<file path="config.mk">
export PLATFORM = sky130hd
export DESIGN_NAME = cft_closure_trip
export DESIGN_NICKNAME = d
export VERILOG_FILES = /design/src/cft_pkg.sv /design/src/cft_tmr_if.sv /design/src/cft_closure_trip.sv /design/src/cft_timer.sv
export SDC_FILE = /design/constraint.sdc
export NUM_CORES = 1
export LEC_CHECK = 0
export ABC_AREA = 1
export BUFFER_PORTS_ARGS = -buffer_cell sky130_fd_sc_hd__buf_2
export CORE_ASPECT_RATIO = 1.4
export CORE_MARGIN = 10
export CORE_UTILIZATION = 63
export DETAILED_ROUTE_END_ITERATION = 6
export PLACE_DENSITY = 0.94
export SLEW_MARGIN = 20
export SYNTH_ARGS = -nofsm -noshare
export SYNTH_HDL_FRONTEND = slang
export SYNTH_SLANG_ARGS = --single-unit
</file>
<file path="constraint.sdc">
create_clock -name MCLK_IN -period 5.6 [get_ports MCLK_IN]
set_input_delay 1.12 -clock MCLK_IN [delete_from_list [all_inputs] [get_ports MCLK_IN]]
set_output_delay 1.12 -clock MCLK_IN [all_outputs]
set_load 0.02 [all_outputs]
</file>
<file path="src/cft_pkg.sv">
// Shared constants, register map and state encoding for the closure fault trip stage
package cft_pkg;

  // Data and field widths
  localparam int unsigned CUR_W    = 16;   // Current magnitude, units of 0.01 x In
  localparam int unsigned TMR_W    = 13;   // Timer setting, units of 10 ms ticks
  localparam int unsigned SEL_W    = 5;    // Open detection input select
  localparam int unsigned ADDR_W   = 6;    // Avalon byte address
  localparam int unsigned NUM_DIG_DEF  = 8;
  localparam int unsigned NUM_VIRT     = 8;

  // Clock and tick timing
  localparam longint unsigned CLK_HZ        = 100_000_000;
  localparam longint unsigned TICK_PERIOD_MS = 10;
  localparam int unsigned TICK_CYCLES_DEF   = int'(CLK_HZ / 1000 * TICK_PERIOD_MS);

  // Fixed low limit and setting ranges
  localparam logic [CUR_W-1:0] LOW_LIMIT    = 16'h0002;  // 0.02 x In
  localparam logic [CUR_W-1:0] START_MIN    = 16'h0064;  // 1.00 x In
  localparam logic [CUR_W-1:0] START_MAX    = 16'h012C;  // 3.00 x In
  localparam logic [TMR_W-1:0] DEAD_MIN     = 13'h0000;  // 0.00 s
  localparam logic [TMR_W-1:0] DEAD_MAX     = 13'h1770;  // 60.00 s
  localparam logic [TMR_W-1:0] WIN_MIN      = 13'h000A;  // 0.10 s
  localparam logic [TMR_W-1:0] WIN_MAX      = 13'h1770;  // 60.00 s

  // Register byte offsets
  localparam logic [ADDR_W-1:0] OFS_CTRL     = 6'h00;
  localparam logic [ADDR_W-1:0] OFS_START    = 6'h04;
  localparam logic [ADDR_W-1:0] OFS_DEAD     = 6'h08;
  localparam logic [ADDR_W-1:0] OFS_WIN      = 6'h0C;
  localparam logic [ADDR_W-1:0] OFS_VIRT     = 6'h10;
  localparam logic [ADDR_W-1:0] OFS_STATUS   = 6'h14;
  localparam logic [ADDR_W-1:0] OFS_IRQ_STAT = 6'h18;
  localparam logic [ADDR_W-1:0] OFS_IRQ_MASK = 6'h1C;
  localparam logic [ADDR_W-1:0] OFS_IMAX     = 6'h20;

  // Field positions
  localparam int unsigned CTRL_EN_BIT   = 0;
  localparam int unsigned CTRL_SEL_LSB  = 8;
  localparam int unsigned STAT_TRIP_BIT = 8;
  localparam int unsigned STAT_OPEN_BIT = 9;
  localparam int unsigned STAT_SEL_BIT  = 10;
  localparam int unsigned IRQ_TRIP_BIT  = 0;
  localparam int unsigned IRQ_ARM_BIT   = 1;
  localparam int unsigned IRQ_EXP_BIT   = 2;
  localparam int unsigned IRQ_W         = 3;

  // Reset values
  localparam logic              RST_ENABLE = 1'b1;
  localparam logic [SEL_W-1:0]  RST_SEL    = 5'h00;
  localparam logic [CUR_W-1:0]  RST_START  = 16'h0064;
  localparam logic [TMR_W-1:0]  RST_DEAD   = 13'h0064;
  localparam logic [TMR_W-1:0]  RST_WIN    = 13'h0064;

  // Stage states, one-hot
  typedef enum logic [4:0] {
    ST_WAIT_OPEN = 5'b00001,
    ST_ARMED     = 5'b00010,
    ST_CLOSED    = 5'b00100,
    ST_TRIP      = 5'b01000,
    ST_LOCK      = 5'b10000
  } cft_state_t;

endpackage

</file>
<file path="src/cft_tmr_if.sv">
// Interface between the stage controller and one tick timer
`timescale 1ns/10ps
interface cft_tmr_if;
  import cft_pkg::*;
  logic             tick;
  logic             run;
  logic [TMR_W-1:0] limit;
  logic             done;

  modport tmr (input tick, input run, input limit, output done);
  modport ctl (output tick, output run, output limit, input done);
endinterface
</file>
<file path="src/cft_closure_trip.sv">
// Closure fault trip stage with Avalon-MM register slave
`timescale 1ns/10ps
// Function
// Breaker is seen open while the largest phase current is below 0.02 x In.
// A selected digital or virtual input may instead indicate the open breaker.
// With select zero, the default, only the current comparison detects open.
// The stage arms only after open has lasted the whole dead-line delay.
// Overcurrent before the dead-line delay has elapsed gives no trip.
// Without a preceding open period an overcurrent never trips.
// After arming, leaving open marks closure and overcurrent in the window trips.
// Once the window has expired no trip is given.
// The trip is issued with no intentional delay.
// One single set of settings exists, no setting groups.
// Start setting is held between 1.00 and 3.00 x In in 0.01 steps.
// Dead-line delay is held between 0.00 and 60.00 s in 0.01 s steps.
// Closure window is held between 0.10 and 60.00 s in 0.01 s steps.
// Trip follows within 30 ms when current exceeds 1.5 times the setting.
// Trip holds while current stays above start, then a new open is needed.
// Timers count 10 ms ticks and the dead-line count restarts when open drops.
module cft_closure_trip #(
  parameter int unsigned TICK_CYCLES = cft_pkg::TICK_CYCLES_DEF,
  parameter int unsigned NUM_DIG     = cft_pkg::NUM_DIG_DEF
) (
  // Clock and reset
  input  wire logic                        MCLK_IN,
  input  wire logic                        RESET_N_IN,
  // Avalon-MM slave
  input  wire logic [cft_pkg::ADDR_W-1:0]  AVS_ADDRESS_IN,
  input  wire logic                        AVS_READ_IN,
  input  wire logic                        AVS_WRITE_IN,
  input  wire logic [31:0]                 AVS_WRITEDATA_IN,
  input  wire logic [3:0]                  AVS_BYTEENABLE_IN,
  output logic      [31:0]                 AVS_READDATA_OUT,
  output logic                             AVS_WAITREQUEST_OUT,
  // Phase current magnitudes
  input  wire logic [cft_pkg::CUR_W-1:0]   IL1_IN,
  input  wire logic [cft_pkg::CUR_W-1:0]   IL2_IN,
  input  wire logic [cft_pkg::CUR_W-1:0]   IL3_IN,
  // Breaker open pins
  input  wire logic [NUM_DIG-1:0]          DIGITAL_OPEN_INPUTS_IN,
  // Stage outputs
  output logic                             TRIP_OUT,
  output logic                             TRIP_EVENT_OUT,
  output logic                             ARMED_OUT,
  output logic                             IRQ_OUT
);
  import cft_pkg::*;

  localparam int unsigned TCW = $clog2(TICK_CYCLES + 1);
  localparam logic [TCW-1:0] TICK_LAST = TCW'(TICK_CYCLES - 1);

  // Settings and software state
  logic                  enable_r;
  logic [SEL_W-1:0]      sel_r;
  logic [CUR_W-1:0]      start_r;
  logic [TMR_W-1:0]      dead_r;
  logic [TMR_W-1:0]      win_r;
  logic [NUM_VIRT-1:0]   virtual_open_inputs_r;
  logic [IRQ_W-1:0]      irq_stat_r;
  logic [IRQ_W-1:0]      irq_mask_r;
  // Bus handshake
  logic                  wreq_r;
  logic [31:0]           rdata_r;
  logic                  wr_take;
  logic                  rd_take;
  logic [31:0]           cur_word;
  logic [31:0]           wr_word;
  // Measurement and detection
  logic [NUM_DIG-1:0]    dig_s1_r;
  logic [NUM_DIG-1:0]    dig_s2_r;
  logic [CUR_W-1:0]      imax_r;
  logic [CUR_W-1:0]      imax_nxt;
  logic                  sel_level;
  logic                  sel_valid;
  logic                  open_cond;
  logic                  over_start;
  // Tick and state
  logic [TCW-1:0]        tick_cnt_r;
  logic                  tick_r;
  cft_state_t            state_r;
  cft_state_t            state_nxt;
  logic                  trip_r;
  logic                  trip_ev_r;
  logic                  armed_r;
  logic                  irq_r;
  logic [IRQ_W-1:0]      ev;

  cft_tmr_if dead_if ();
  cft_tmr_if win_if ();

  // Merge write data into a word under byte enables
  function automatic logic [31:0] be_merge(input logic [31:0] old, input logic [31:0] wd, input logic [3:0] be);
    logic [31:0] r;
    r = old;
    for (int i = 0; i < 4; i++) begin
      if (be[i]) begin
        r[8*i +: 8] = wd[8*i +: 8];
      end
    end
    return r;
  endfunction

  // Clamp a setting into its legal range
  function automatic logic [CUR_W-1:0] clamp(input logic [CUR_W-1:0] v, input logic [CUR_W-1:0] lo,
                                             input logic [CUR_W-1:0] hi);
    logic [CUR_W-1:0] r;
    r = v;
    if (v < lo) begin
      r = lo;
    end else if (v > hi) begin
      r = hi;
    end
    return r;
  endfunction

  // One wait cycle, then the answer with waitrequest low
  assign wr_take = AVS_WRITE_IN && !wreq_r;
  assign rd_take = AVS_READ_IN && !wreq_r;

  always_ff @(posedge MCLK_IN or negedge RESET_N_IN) begin
    if (!RESET_N_IN) begin
      wreq_r <= 1'b1;
    end else begin
      wreq_r <= !((AVS_READ_IN || AVS_WRITE_IN) && wreq_r);
    end
  end

  // Current value of the addressed register
  always_comb begin
    unique case (AVS_ADDRESS_IN)
      OFS_CTRL:     cur_word = {19'h0_0000, sel_r, 7'h00, enable_r};
      OFS_START:    cur_word = {16'h0000, start_r};
      OFS_DEAD:     cur_word = {19'h0_0000, dead_r};
      OFS_WIN:      cur_word = {19'h0_0000, win_r};
      OFS_VIRT:     cur_word = {24'h00_0000, virtual_open_inputs_r};
      OFS_STATUS:   cur_word = {21'h00_0000, sel_level, open_cond, trip_r, 3'h0, state_r};
      OFS_IRQ_STAT: cur_word = {29'h0000_0000, irq_stat_r};
      OFS_IRQ_MASK: cur_word = {29'h0000_0000, irq_mask_r};
      OFS_IMAX:     cur_word = {16'h0000, imax_r};
      default:      cur_word = 32'h0000_0000;
    endcase
  end

  assign wr_word = be_merge(cur_word, AVS_WRITEDATA_IN, AVS_BYTEENABLE_IN);

  // Read data captured as the waitrequest drops
  always_ff @(posedge MCLK_IN or negedge RESET_N_IN) begin
    if (!RESET_N_IN) begin
      rdata_r <= 32'h0000_0000;
    end else if (AVS_READ_IN && wreq_r) begin
      rdata_r <= cur_word;
    end
  end

  // single settings set
  // start setting clamped
  // dead-line delay clamped
  // window clamped
  always_ff @(posedge MCLK_IN or negedge RESET_N_IN) begin
    if (!RESET_N_IN) begin
      enable_r              <= RST_ENABLE;
      sel_r                 <= RST_SEL;
      start_r               <= RST_START;
      dead_r                <= RST_DEAD;
      win_r                 <= RST_WIN;
      virtual_open_inputs_r <= '0;
      irq_mask_r            <= '0;
    end else if (wr_take) begin
      unique case (AVS_ADDRESS_IN)
        OFS_CTRL: begin
          enable_r <= wr_word[CTRL_EN_BIT];
          sel_r    <= wr_word[CTRL_SEL_LSB +: SEL_W];
        end
        OFS_START:    start_r <= clamp(wr_word[CUR_W-1:0], START_MIN, START_MAX);
        OFS_DEAD:     dead_r  <= TMR_W'(clamp({3'h0, wr_word[TMR_W-1:0]}, {3'h0, DEAD_MIN}, {3'h0, DEAD_MAX}));
        OFS_WIN:      win_r   <= TMR_W'(clamp({3'h0, wr_word[TMR_W-1:0]}, {3'h0, WIN_MIN}, {3'h0, WIN_MAX}));
        OFS_VIRT:     virtual_open_inputs_r <= wr_word[NUM_VIRT-1:0];
        OFS_IRQ_MASK: irq_mask_r <= wr_word[IRQ_W-1:0];
        default: begin
        end
      endcase
    end
  end

  // Two-stage synchroniser for the breaker open pins
  always_ff @(posedge MCLK_IN or negedge RESET_N_IN) begin
    if (!RESET_N_IN) begin
      dig_s1_r <= '0;
      dig_s2_r <= '0;
    end else begin
      dig_s1_r <= DIGITAL_OPEN_INPUTS_IN;
      dig_s2_r <= dig_s1_r;
    end
  end

  // Largest of the three phase currents
  always_comb begin
    imax_nxt = IL1_IN;
    if (IL2_IN > imax_nxt) begin
      imax_nxt = IL2_IN;
    end
    if (IL3_IN > imax_nxt) begin
      imax_nxt = IL3_IN;
    end
  end

  always_ff @(posedge MCLK_IN or negedge RESET_N_IN) begin
    if (!RESET_N_IN) begin
      imax_r <= '0;
    end else begin
      imax_r <= imax_nxt;
    end
  end

  // selected open input
  always_comb begin
    sel_level = 1'b0;
    sel_valid = 1'b0;
    for (int i = 0; i < NUM_DIG; i++) begin
      if (sel_r == SEL_W'(i + 1)) begin
        sel_level = dig_s2_r[i];
        sel_valid = 1'b1;
      end
    end
    for (int j = 0; j < NUM_VIRT; j++) begin
      if (sel_r == SEL_W'(NUM_DIG + j + 1)) begin
        sel_level = virtual_open_inputs_r[j];
        sel_valid = 1'b1;
      end
    end
  end

  // low limit detection
  // current only by default
  assign open_cond  = sel_valid ? sel_level : (imax_r < LOW_LIMIT);
  assign over_start = imax_r > start_r;

  // 10 ms tick prescaler
  always_ff @(posedge MCLK_IN or negedge RESET_N_IN) begin
    if (!RESET_N_IN) begin
      tick_cnt_r <= '0;
      tick_r     <= 1'b0;
    end else begin
      tick_r     <= (tick_cnt_r == TICK_LAST);
      tick_cnt_r <= (tick_cnt_r == TICK_LAST) ? '0 : tick_cnt_r + 1'b1;
    end
  end

  // dead-line count restarts when open drops
  assign dead_if.tick  = tick_r;
  assign dead_if.run   = enable_r && (state_r == ST_WAIT_OPEN) && open_cond;
  assign dead_if.limit = dead_r;
  assign win_if.tick   = tick_r;
  assign win_if.run    = enable_r && (state_r == ST_CLOSED);
  assign win_if.limit  = win_r;

  cft_timer u_dead_tmr (
    .MCLK_IN    (MCLK_IN),
    .RESET_N_IN (RESET_N_IN),
    .tmr_if     (dead_if.tmr)
  );

  cft_timer u_win_tmr (
    .MCLK_IN    (MCLK_IN),
    .RESET_N_IN (RESET_N_IN),
    .tmr_if     (win_if.tmr)
  );

  // Stage sequence
  always_comb begin
    state_nxt = state_r;
    unique case (state_r)
      // arm after full delay
      // early overcurrent ignored
      // no open, no trip
      ST_WAIT_OPEN: if (open_cond && dead_if.done) begin
        state_nxt = ST_ARMED;
      end
      // leaving open marks closure
      ST_ARMED: if (!open_cond) begin
        state_nxt = over_start ? ST_TRIP : ST_CLOSED;
      end
      // expiry suppresses trip
      ST_CLOSED: begin
        if (win_if.done) begin
          state_nxt = ST_LOCK;
        end else if (over_start) begin
          state_nxt = ST_TRIP;
        end else if (open_cond) begin
          state_nxt = ST_WAIT_OPEN;
        end
      end
      // hold while above start
      ST_TRIP: if (!over_start) begin
        state_nxt = ST_LOCK;
      end
      // new open period needed
      ST_LOCK: if (open_cond) begin
        state_nxt = ST_WAIT_OPEN;
      end
      default: state_nxt = ST_WAIT_OPEN;
    endcase
    if (!enable_r) begin
      state_nxt = ST_WAIT_OPEN;
    end
  end

  always_ff @(posedge MCLK_IN or negedge RESET_N_IN) begin
    if (!RESET_N_IN) begin
      state_r <= ST_WAIT_OPEN;
    end else begin
      state_r <= state_nxt;
    end
  end

  // undelayed trip output
  // trip within a few cycles
  always_ff @(posedge MCLK_IN or negedge RESET_N_IN) begin
    if (!RESET_N_IN) begin
      trip_r    <= 1'b0;
      trip_ev_r <= 1'b0;
      armed_r   <= 1'b0;
    end else begin
      trip_r    <= (state_nxt == ST_TRIP);
      trip_ev_r <= (state_nxt == ST_TRIP) && (state_r != ST_TRIP);
      armed_r   <= (state_nxt == ST_ARMED) || (state_nxt == ST_CLOSED);
    end
  end

  // Events: trip entry, arming, window expiry
  assign ev[IRQ_TRIP_BIT] = (state_nxt == ST_TRIP) && (state_r != ST_TRIP);
  assign ev[IRQ_ARM_BIT]  = (state_nxt == ST_ARMED) && (state_r == ST_WAIT_OPEN);
  assign ev[IRQ_EXP_BIT]  = (state_r == ST_CLOSED) && (state_nxt == ST_LOCK);

  // Sticky status, write one to clear, new event wins
  always_ff @(posedge MCLK_IN or negedge RESET_N_IN) begin
    if (!RESET_N_IN) begin
      irq_stat_r <= '0;
    end else if (wr_take && (AVS_ADDRESS_IN == OFS_IRQ_STAT) && AVS_BYTEENABLE_IN[0]) begin
      irq_stat_r <= (irq_stat_r & ~AVS_WRITEDATA_IN[IRQ_W-1:0]) | ev;
    end else begin
      irq_stat_r <= irq_stat_r | ev;
    end
  end

  // Level interrupt from unmasked status
  always_ff @(posedge MCLK_IN or negedge RESET_N_IN) begin
    if (!RESET_N_IN) begin
      irq_r <= 1'b0;
    end else begin
      irq_r <= |(irq_stat_r & irq_mask_r);
    end
  end

  // Outputs straight from flip-flops
  assign AVS_READDATA_OUT    = rdata_r;
  assign AVS_WAITREQUEST_OUT = wreq_r;
  assign TRIP_OUT            = trip_r;
  assign TRIP_EVENT_OUT      = trip_ev_r;
  assign ARMED_OUT           = armed_r;
  assign IRQ_OUT             = irq_r;

endmodule // cft_closure_trip

</file>
<file path="src/cft_timer.sv">
// Tick timer: counts ticks while running, clears when stopped
`timescale 1ns/10ps
module cft_timer (
  // Clock and reset
  input  wire logic MCLK_IN,
  input  wire logic RESET_N_IN,
  // Controller side
  cft_tmr_if.tmr    tmr_if
);
  import cft_pkg::*;

  logic [TMR_W-1:0] cnt_r;

  // Count ticks up to the limit, restart when run drops
  always_ff @(posedge MCLK_IN or negedge RESET_N_IN) begin
    if (!RESET_N_IN) begin
      cnt_r <= '0;
    end else if (!tmr_if.run) begin
      cnt_r <= '0;
    end else if (tmr_if.tick && (cnt_r < tmr_if.limit)) begin
      cnt_r <= cnt_r + 1'b1;
    end
  end

  // Elapsed once the count reaches the limit
  assign tmr_if.done = tmr_if.run && (cnt_r >= tmr_if.limit);

endmodule // cft_timer

</file>
# Yosys cells after proc, flatten, opt, wreduce, memory -nomap -nowiden
# Index checks and enable logic that the tools add are counted.
classes:
  add_sub_neg: 3
  n_lt_le_gt_ge: 12
  n_eq_ne: 37
  mux: 57
  n_bitwise: 5
  reduce_logical: 28
ops:
  columns: ["op", "n"]
  rows:
  - ["one-hot mux 16 bit (9 select lines)", 1]
  - ["2-to-1 mux 13 bit", 6]
  - ["2-to-1 mux 16 bit", 4]
  - ["equality test 5 x 4 -> 1 bit, second input constant", 10]
  - ["> comparator 16 bit", 3]
  - ["2-to-1 mux 5 bit", 7]
  - ["2-to-1 mux 1 bit", 33]
  - ["equality test 5 x 3 -> 1 bit, second input constant", 6]
  - ["adder 13 x 1 -> 13 bit, second input constant", 2]
  - [">= comparator 13 bit", 2]
  - ["less-than comparator 13 bit", 2]
  - ["one-hot mux 5 bit (5 select lines)", 1]
  - ["equality test 6 x 5 -> 1 bit, second input constant", 4]
  - ["adder 20 x 1 -> 20 bit, second input constant", 1]
  - ["equality test 20 bit, second input constant", 1]
  - ["equality test 5 x 2 -> 1 bit, second input constant", 4]
  - ["2-to-1 mux 20 bit", 1]
  - ["> comparator 16 x 9 -> 1 bit, second input constant", 1]
  - ["logical AND 1 bit", 16]
  - ["less-than comparator 16 x 2 -> 1 bit, second input constant", 1]
  - ["less-than comparator 16 x 7 -> 1 bit, second input constant", 1]
  - ["2-to-1 mux 8 bit", 2]
  - ["equality test 5 bit, second input constant", 3]
  - ["> comparator 13 bit, second input constant", 1]
  - ["other kinds (17)", 29]
totals:
  ff_bits: 183
  out_inout_bits: 37
  elab_cells: 164

# Longest topological paths before layout
# Gate-level depths: netlist of the first run.
depth:
  ltp_word: 28
  ltp_mapped: 25

# Hierarchy
# Synthesis of the first run repeated with hierarchy kept, for this count alone.
hier_totals:
  cells_unflattened: 1403
  hier_area_um2: 10649.0
by_module_without_submodules:
  columns: ["mod", "instances", "cells_per_inst", "area_each_um2"]
  rows:
  - ["cft_closure_trip", 1, 1035, 8124.0]
  - ["cft_timer", 2, 184, 1262.5]

# Least setup slack after synthesis of the first run
# OpenSTA, ideal clock, no wires.
synth_timing:
  path_kind: "input to register"
  start: "in IL1_IN[1] (netlist bit)"
  end: "reg imax_r[10]"
  setup_time_ps: 135
  arrival_time_ps: 3870
  setup_slack_ps: 1595
  stages: 24
  path_cell_list: "inv_1 -> ha_1 -> inv_1 -> nor2_1 -> nor2_1 -> o21a_1 -> o221ai_1 -> nand2_1 -> a32o_1 -> clkbuf_1 -> nand2_1 -> o21ai_0 -> ha_1 -> inv_1 -> nor2_1 -> nor2_1 -> o21a_1 -> o221ai_1 -> nand2_1 -> o2111ai_1 -> nand2_1 -> inv_1 -> clkbuf_1 -> o21ai_0"
synth_via:
  elab_chain_cells: 4
synth_lines:
  columns: ["element", "line", "text"]
  rows:
  - ["start, declared", "cft_closure_trip.sv:36", "input wire logic [cft_pkg::CUR_W-1:0] IL1_IN,"]
  - ["> comparator 16 bit", "cft_closure_trip.sv:199", "if (IL2_IN > imax_nxt) begin"]
  - ["2-to-1 mux 16 bit *", "cft_closure_trip.sv:199", null]
  - ["> comparator 16 bit", "cft_closure_trip.sv:202", "if (IL3_IN > imax_nxt) begin"]
  - ["2-to-1 mux 16 bit *", "cft_closure_trip.sv:202", null]
  - ["via imax_nxt[10]", "cft_closure_trip.sv:72", "logic [CUR_W-1:0] imax_nxt;"]
  - ["end signal, assigned", "cft_closure_trip.sv:211", "imax_r <= imax_nxt;"]
  - ["end, declared", "cft_closure_trip.sv:71", "logic [CUR_W-1:0] imax_r;"]
# The timed path passes the listed nets; every way through them passes the cells marked *.
# A chain may end at the register's enable or synchronous reset.

# Final worst setup path of the first run
layout_timing:
  start: "in IL1_IN[1] (netlist bit)"
  end: "reg imax_r[1]"
# The elaborated chain is that of the path after synthesis.

==> results of run 1 <==
-- flip-flops by register name (all words and copies together) (netlist names), 3 cells and up --
name                   flops
imax_r                    16
u_win_tmr.cnt_r           13
dead_if.limit             13
dig_s2_r                   8
start_r                   16
dig_s1_r                   8
win_if.limit              13
sel_r                      5
state_r                    5
AVS_READDATA_OUT          16
virtual_open_inputs_r      8
irq_mask_r                 3
u_dead_tmr.cnt_r          13
irq_stat_r                 3
tick_cnt_r                20
-- metal layers --
layer  vias to the layer above  routed length (um)
met3                       127                2500
met5                         -                   0
met2                       462               13000
li1                       4470                   -
met1                      4409               10600
met4                         0                1980
-- critical path: cells and delay by family --
family / cells / cell delay, ps
simple gates: 7 / 560
compound gates: 8 / 1960
fa+ha+maj: 2 / 670
buf+inv: 5 / 750
-- how the worst max path moves through the flow --
stage | to | slack [ps] | depth (start not counted)
floorplan | imax_r[10] | 1600 | 24
global placement | imax_r[13] | 620 | 22
detailed placement | imax_r[1] | 410 | 22
CTS | imax_r[1] | 880 | 22
global route | imax_r[3] | 360 | 23
finish | imax_r[1] | 810 | 22
-- power groups by stage --
stage                     logic [mW]  clock network, mW  registers [mW]
after floorplan                0.372                  0            1.39
after global placement         0.525                  0            1.39
after detailed placement       0.556                  0            1.40
after CTS                      0.563               1.14            1.38
after global routing           0.649               1.19            1.39
final                          0.570               1.14            1.38
-- synthesized netlist by cell type (all sizes together), types with 3 or more instances --
cell,n
nand2,310
inv,192
dfrtp,155
nor2,121
o21ai,119
ha,77
a21oi,50
nand3,49
nor3,28
nand4,24
buf,23
xor2,18
clkbuf,17
o22ai,17
nor4,16
dfstp,12
a211oi,10
a31oi,7
or2,6
o211ai,5
o21a,5
o221ai,5
a221oi,4
o2111ai,4
nor3b,3
xnor2,3
-- final cells by class --
cell class,count,area (um^2)
multi-input combinational,917,5030
timing repair buffer,106,542
sequential,167,4190
clock inverter,13,120
inverter,193,724
fill,1187,4370
clock buffer,19,443
tap,196,245
-- metrics by stage --
stage / instances / utilization [%]
floorplan: 1317 / -
global placement: 1579 / 68.5
detailed placement: 1579 / 68.5
CTS: 1611 / 72.1
global route: 1611 / 72.1
finish: 1611 / 72.1
-- cell families after synthesis --
group	synth area share, %
compound gates	13.8
flops	41.4
buf+inv	9.46
other cells	0.0370
mux	0.0988
xor+xnor	1.82
fa+ha+maj	9.51
simple gates	23.9
-- layout by cell type, fill, tap and decap left out, drive strengths merged, types with 3 or more instances in the layout --
master   instances
inv            197
a221oi           4
dfstp           12
nand4           24
a21oi           50
o2111ai          4
nor2           121
nor4            16
dfrtp          155
nand3           49
o221ai           5
ha              77
conb            16
a211oi          10
buf            106
xnor2            3
nor3b            3
o21ai          119
a31oi            7
o21a             5
clkinv           6
clkbuf          19
or2              6
o22ai           17
xor2            18
o211ai           5
nor3            28
nand2          310
==> results.toml, run 1 <==
[run_status]
status = "finished, final reports clean"

[worst_hold_path]
hp-start = "dig_s1_r[6]"
min_to = "dig_s2_r[6]"
hold_depth = 0
hold_class = "reg -> reg"

[setup_path]
path_max_fanout = 32
reg2reg_from = "dead_if.limit[2]"
worstSetupEndpointType = "flip-flop"
cp-start-kind = "primary input"
crit_start = "IL1_IN[1]"
slowest_stage = "a32o_1"
rrSetupSlack_ps = 2230
timing.rr.end = "u_dead_tmr.cnt_r[11]"
path_class = "in -> reg"
reg2reg_depth = 17
slowest_delay_ps = 760
path_cells = "buf_2, inv_1, ha_1, inv_1, nor2_1, nor2_1, o21a_1, o221ai_1, nand2_1, a32o_1, o21ai_0, ha_1, inv_1, nor2_1, nor2_1, o21a_1, o221ai_1, nand2_1, o2111ai_1, nand2_1, inv_1, o21ai_0"
worstPathRequired_ps = 5880
arrival_ps = 5070

[clocking]
post-cts-setup-buffer-count = 0
cts_buffer_depth = 2
clock_sinks = 167
ctsResizeCount = 0
cts_hold_buf = 0
cts_tree = "built"
ctsHtreeMaxLevel = 4
cts_buffers = 17
clkTransAtPathRegs_ps = 70
insertion_delay_ps = 440
root_buffer = "clkbuf_16"

[synth]
synth_top_area_cell = "dfrtp_1"
async_flop_share_pct = 100
netlist.area_leader.share_pct = 38.3
synth_area_mm2 = 0.0101
syn_area_per_cell_um2 = 7.78
syn_inst = 1302
synth-edff-count = 0
synth.distinct_cells = 57
ys_ff_latch = 167
synthTopCellsByArea = "dfrtp_1 (38%), nand2_1 (11%), ha_1 (9.5%)"
seq_area_frac_synth_pct = 41.4
ys.warnings.count = 0
ys.flop_type = "dfrtp_1"

[pwr]
cellLeakagePower_nw = 5.65
internal_power_mw = 2.12
ir_drop_uv = 245
power.switching_mw = 0.967
pwr-share-seq_pct = 44.7
cellPowerDensity_mw_per_mm2 = 273
p_total_mw = 3.09
combPwrFrac_pct = 18.5
switching_share_pct = 31.3
clockPowerShare_pct = 36.8

[grt]
met1_usage_pct = 29.7
gr-usage-met3_pct = 7.74
grt_busiest_layer = "met2"
grt_pass1_wl_um = 45900
antenna_found_initial = 0
grt.total_usage_pct = 26.3
grt-ovfl-total = 0
grt_use_met2_pct = 42.0
grt_pass1_vias = 9586
grt_max_degree = 109

[final_layout]
fin_area_mm2 = 0.0113
fin_nets = 1581
syn2layout_area_growth_pct = 11.6
drive_above_1_share_pct = 12.7
diodes = 0

[detailed_routing]
firstDrtPassIters = 6
drcViolationCount = 0
wl_per_cell_um = 17.5
avgViaCountPerCell = 5.88
drtIter0Drc = 837
vias = 9468
routed_wl_um = 28200
drtAntennaViolNets = 0

[floorplanning]
fp.dieH_um = 170
core_mm2 = 0.0157
rows = 54
dieArea_mm2 = 0.0216
die_w_um = 127
pin_count = 139
start_util_pct = 64.6

[timing]
fin_skew_ps = 10.3
fin_hold_ws_ps = 355
rsz0062_at_grt = "false"
setup_viol = 0
tightest_slew_ps = 985
slew_headroom_pct = 34.4
final.setup.worst_slack_ps = 810
drv_slew = 0
finalHoldViolCount = 0
fmax_ghz = 0.209
tns_ps = 0
fin_crit_ps = 4790
post-route-period-util_pct = 85.5

[place]
port_buffers = 104
place_ws_ps = 413
dp_hpwl_um = 21700
placed_cell_area_mm2 = 0.0107
place.gp.congestion = 1.01

[run]
max_cap_viol_count = 0
Note: power is estimated with default switching activity, not from simulation.
==> inputs of run 2 (changes only) <==
--- a/config.mk
+++ b/config.mk
@@ -11,7 +11,7 @@
 export CORE_MARGIN = 10
 export CORE_UTILIZATION = 63
 export DETAILED_ROUTE_END_ITERATION = 6
-export PLACE_DENSITY = 0.94
+export PLACE_DENSITY = 0.86
 export SLEW_MARGIN = 20
 export SYNTH_ARGS = -nofsm -noshare
 export SYNTH_HDL_FRONTEND = slang
==> results.toml, run 2 (synthesized netlist as in run 1, its figures left out) <==
[setup_path]
crit_cells = 23
crit_family = "compound AO/OA/AOI/OAI gates"
path_max_fanout = 30
crit_buf_inv = 6
slowest_delay_ps = 590
arrival_ps = 4520
rrSetupSlack_ps = 2220
reg2reg_from = "sel_r[1]"
path_cells = "buf_2, inv_1, ha_1, inv_1, nor2_1, nor2_1, o21a_1, o221ai_1, nand2_1, a32o_1, o21ai_0, ha_1, inv_1, nor2_1, nor2_1, o21a_1, o221ai_1, nand2_1, o2111ai_1, nand2_1, inv_1, buf_4, o21ai_0"
worstSetupEndpointType = "flip-flop"
reg2reg_depth = 18
cp-start-kind = "primary input"
crit_start = "IL1_IN[1]"
path_class = "in -> reg"
slowest_stage = "a32o_1"
worstPathRequired_ps = 5910

[clocking]
ctsHtreeMaxLevel = 4
ctsResizeCount = 0
cts_hold_buf = 0
cts_buffer_depth = 2
cts_tree = "built"
root_buffer = "clkbuf_16"
clkTransAtPathRegs_ps = 70
clock_sinks = 167
insertion_delay_ps = 440
post-cts-setup-buffer-count = 0
cts_buffers = 17

[detailed_routing]
firstDrtPassIters = 6
routed_wl_um = 27800
drtAntennaViolNets = 0
wl_per_cell_um = 17.2
drcViolationCount = 0
drtIter0Drc = 967
avgViaCountPerCell = 5.77
vias = 9305

[floorplanning]
rows = 54
start_util_pct = 64.6
fp.dieH_um = 170
dieArea_mm2 = 0.0216
core_mm2 = 0.0157
pin_count = 139
die_w_um = 127

[timing]
fmax_ghz = 0.238
drv_slew = 0
tightest_slew_ps = 992
fin_crit_ps = 4210
fin_hold_ws_ps = 351
slew_headroom_pct = 33.6
final.setup.worst_slack_ps = 1390
finalHoldViolCount = 0
rsz0062_at_grt = "false"
setup_viol = 0
fin_skew_ps = 12.5
tns_ps = 0
post-route-period-util_pct = 75.1

[final_layout]
syn2layout_area_growth_pct = 11.9
largest_register_ffs = 20
layout_commonest_cell = "nand2_1"
fillers = 1250
utilization_pct = 72.3
fin_nets = 1583
top_register = "tick_cnt_r"
final_cell_mix = "nand2_1 (308), inv_1 (186), dfrtp_1 (155)"
drive_above_1_share_pct = 12.8
diodes = 0

[worst_hold_path]
hold_depth = 0
hp-start = "dig_s1_r[5]"
hold_class = "reg -> reg"

[run_status]
status = "finished, final reports clean"

[grt]
antenna_found_initial = 0
grt_max_degree = 78
grt.total_usage_pct = 25.5
grt_pass1_vias = 9138
grt_pass1_wl_um = 44500
grt-ovfl-total = 0

[place]
port_buffers = 104
dp_hpwl_um = 21900
place_ws_ps = 930
place.gp.congestion = 1.06

[run]
max_cap_viol_count = 0

[pwr]
cellLeakagePower_nw = 5.67
ir_drop_uv = 196
cellPowerDensity_mw_per_mm2 = 274
run 2: cell count changes in the layout (fill, tap and decap cells not counted):
cell,change
clkbuf_8,-1
clkinvlp_4,-1
bufinv_16,-1
clkinv_4,+3
inv_8,+6
buf_4,+2
clkinv_8,+1
clkinv_2,-4
inv_6,-2
clkbuf_1,-1
run 2: final cells by class:
| type | count | area, um^2 | area share (%) |
|---|---|---|---|
| Tap cell | 196 | 245 | 2.16 |
| Timing Repair Buffer | 108 | 557 | 4.91 |
| Inverter | 193 | 724 | 6.39 |
| Clock buffer | 17 | 425 | 3.75 |
| Sequential cell | 167 | 4190 | 37.0 |
| Multi-Input combinational cell | 917 | 5030 | 44.4 |
| Clock inverter | 15 | 155 | 1.37 |
run 2: through the flow:
stage                     cell area, um^2  instances  total power, mW
after floorplan                     10200       1317             1.76
after global placement              10800       1581             1.93
after detailed placement            10800       1581             1.95
after CTS                           11300       1613             3.10
after global routing                11300       1613             3.24
final                               11300       1613             3.10
run 2: worst reg2reg max path, stage by stage, from the launching register on:
cell	delay (ps)
dfrtp_1	560
inv_1	190
nand3_1	190
nor2_1	60
nand2_1	70
nand4_1	80
nor2_1	100
nand3_1	70
nand2_1	80
nand4_1	80
nand2_1	90
nand4_2	310
nand2_1	230
nand3_1	90
nand2_1	210
nand2_1	150
nor2_2	220
nand4_1	220
o21ai_0	270
run 2: final timing paths:
| path | end |
|---|---|
| setup reg to reg | start_r[0] |
| max in group asynchronous | AVS_READDATA_OUT[4] |
| setup / recovery | imax_r[13] |
| hold reg to reg | dig_s2_r[5] |
| min in group asynchronous | imax_r[14] |
| hold / removal | dig_s2_r[5] |
run 2: power by group:
part	internal [mW]	switching [mW]	total [mW]
clock network	0.597	0.562	1.16
registers	1.30	0.0742	1.38
logic	0.190	0.378	0.568
run 2: per-layer routing:
layer | GRT usage, % | share of wire (%) | routed length, um
met1 | 29.8 | 39 | 10900
met2 | 43.1 | 48 | 13400
met3 | 5.75 | 8.7 | 2430
met4 | 12.4 | 4.2 | 1170
met5 | 0 | 0 | 0
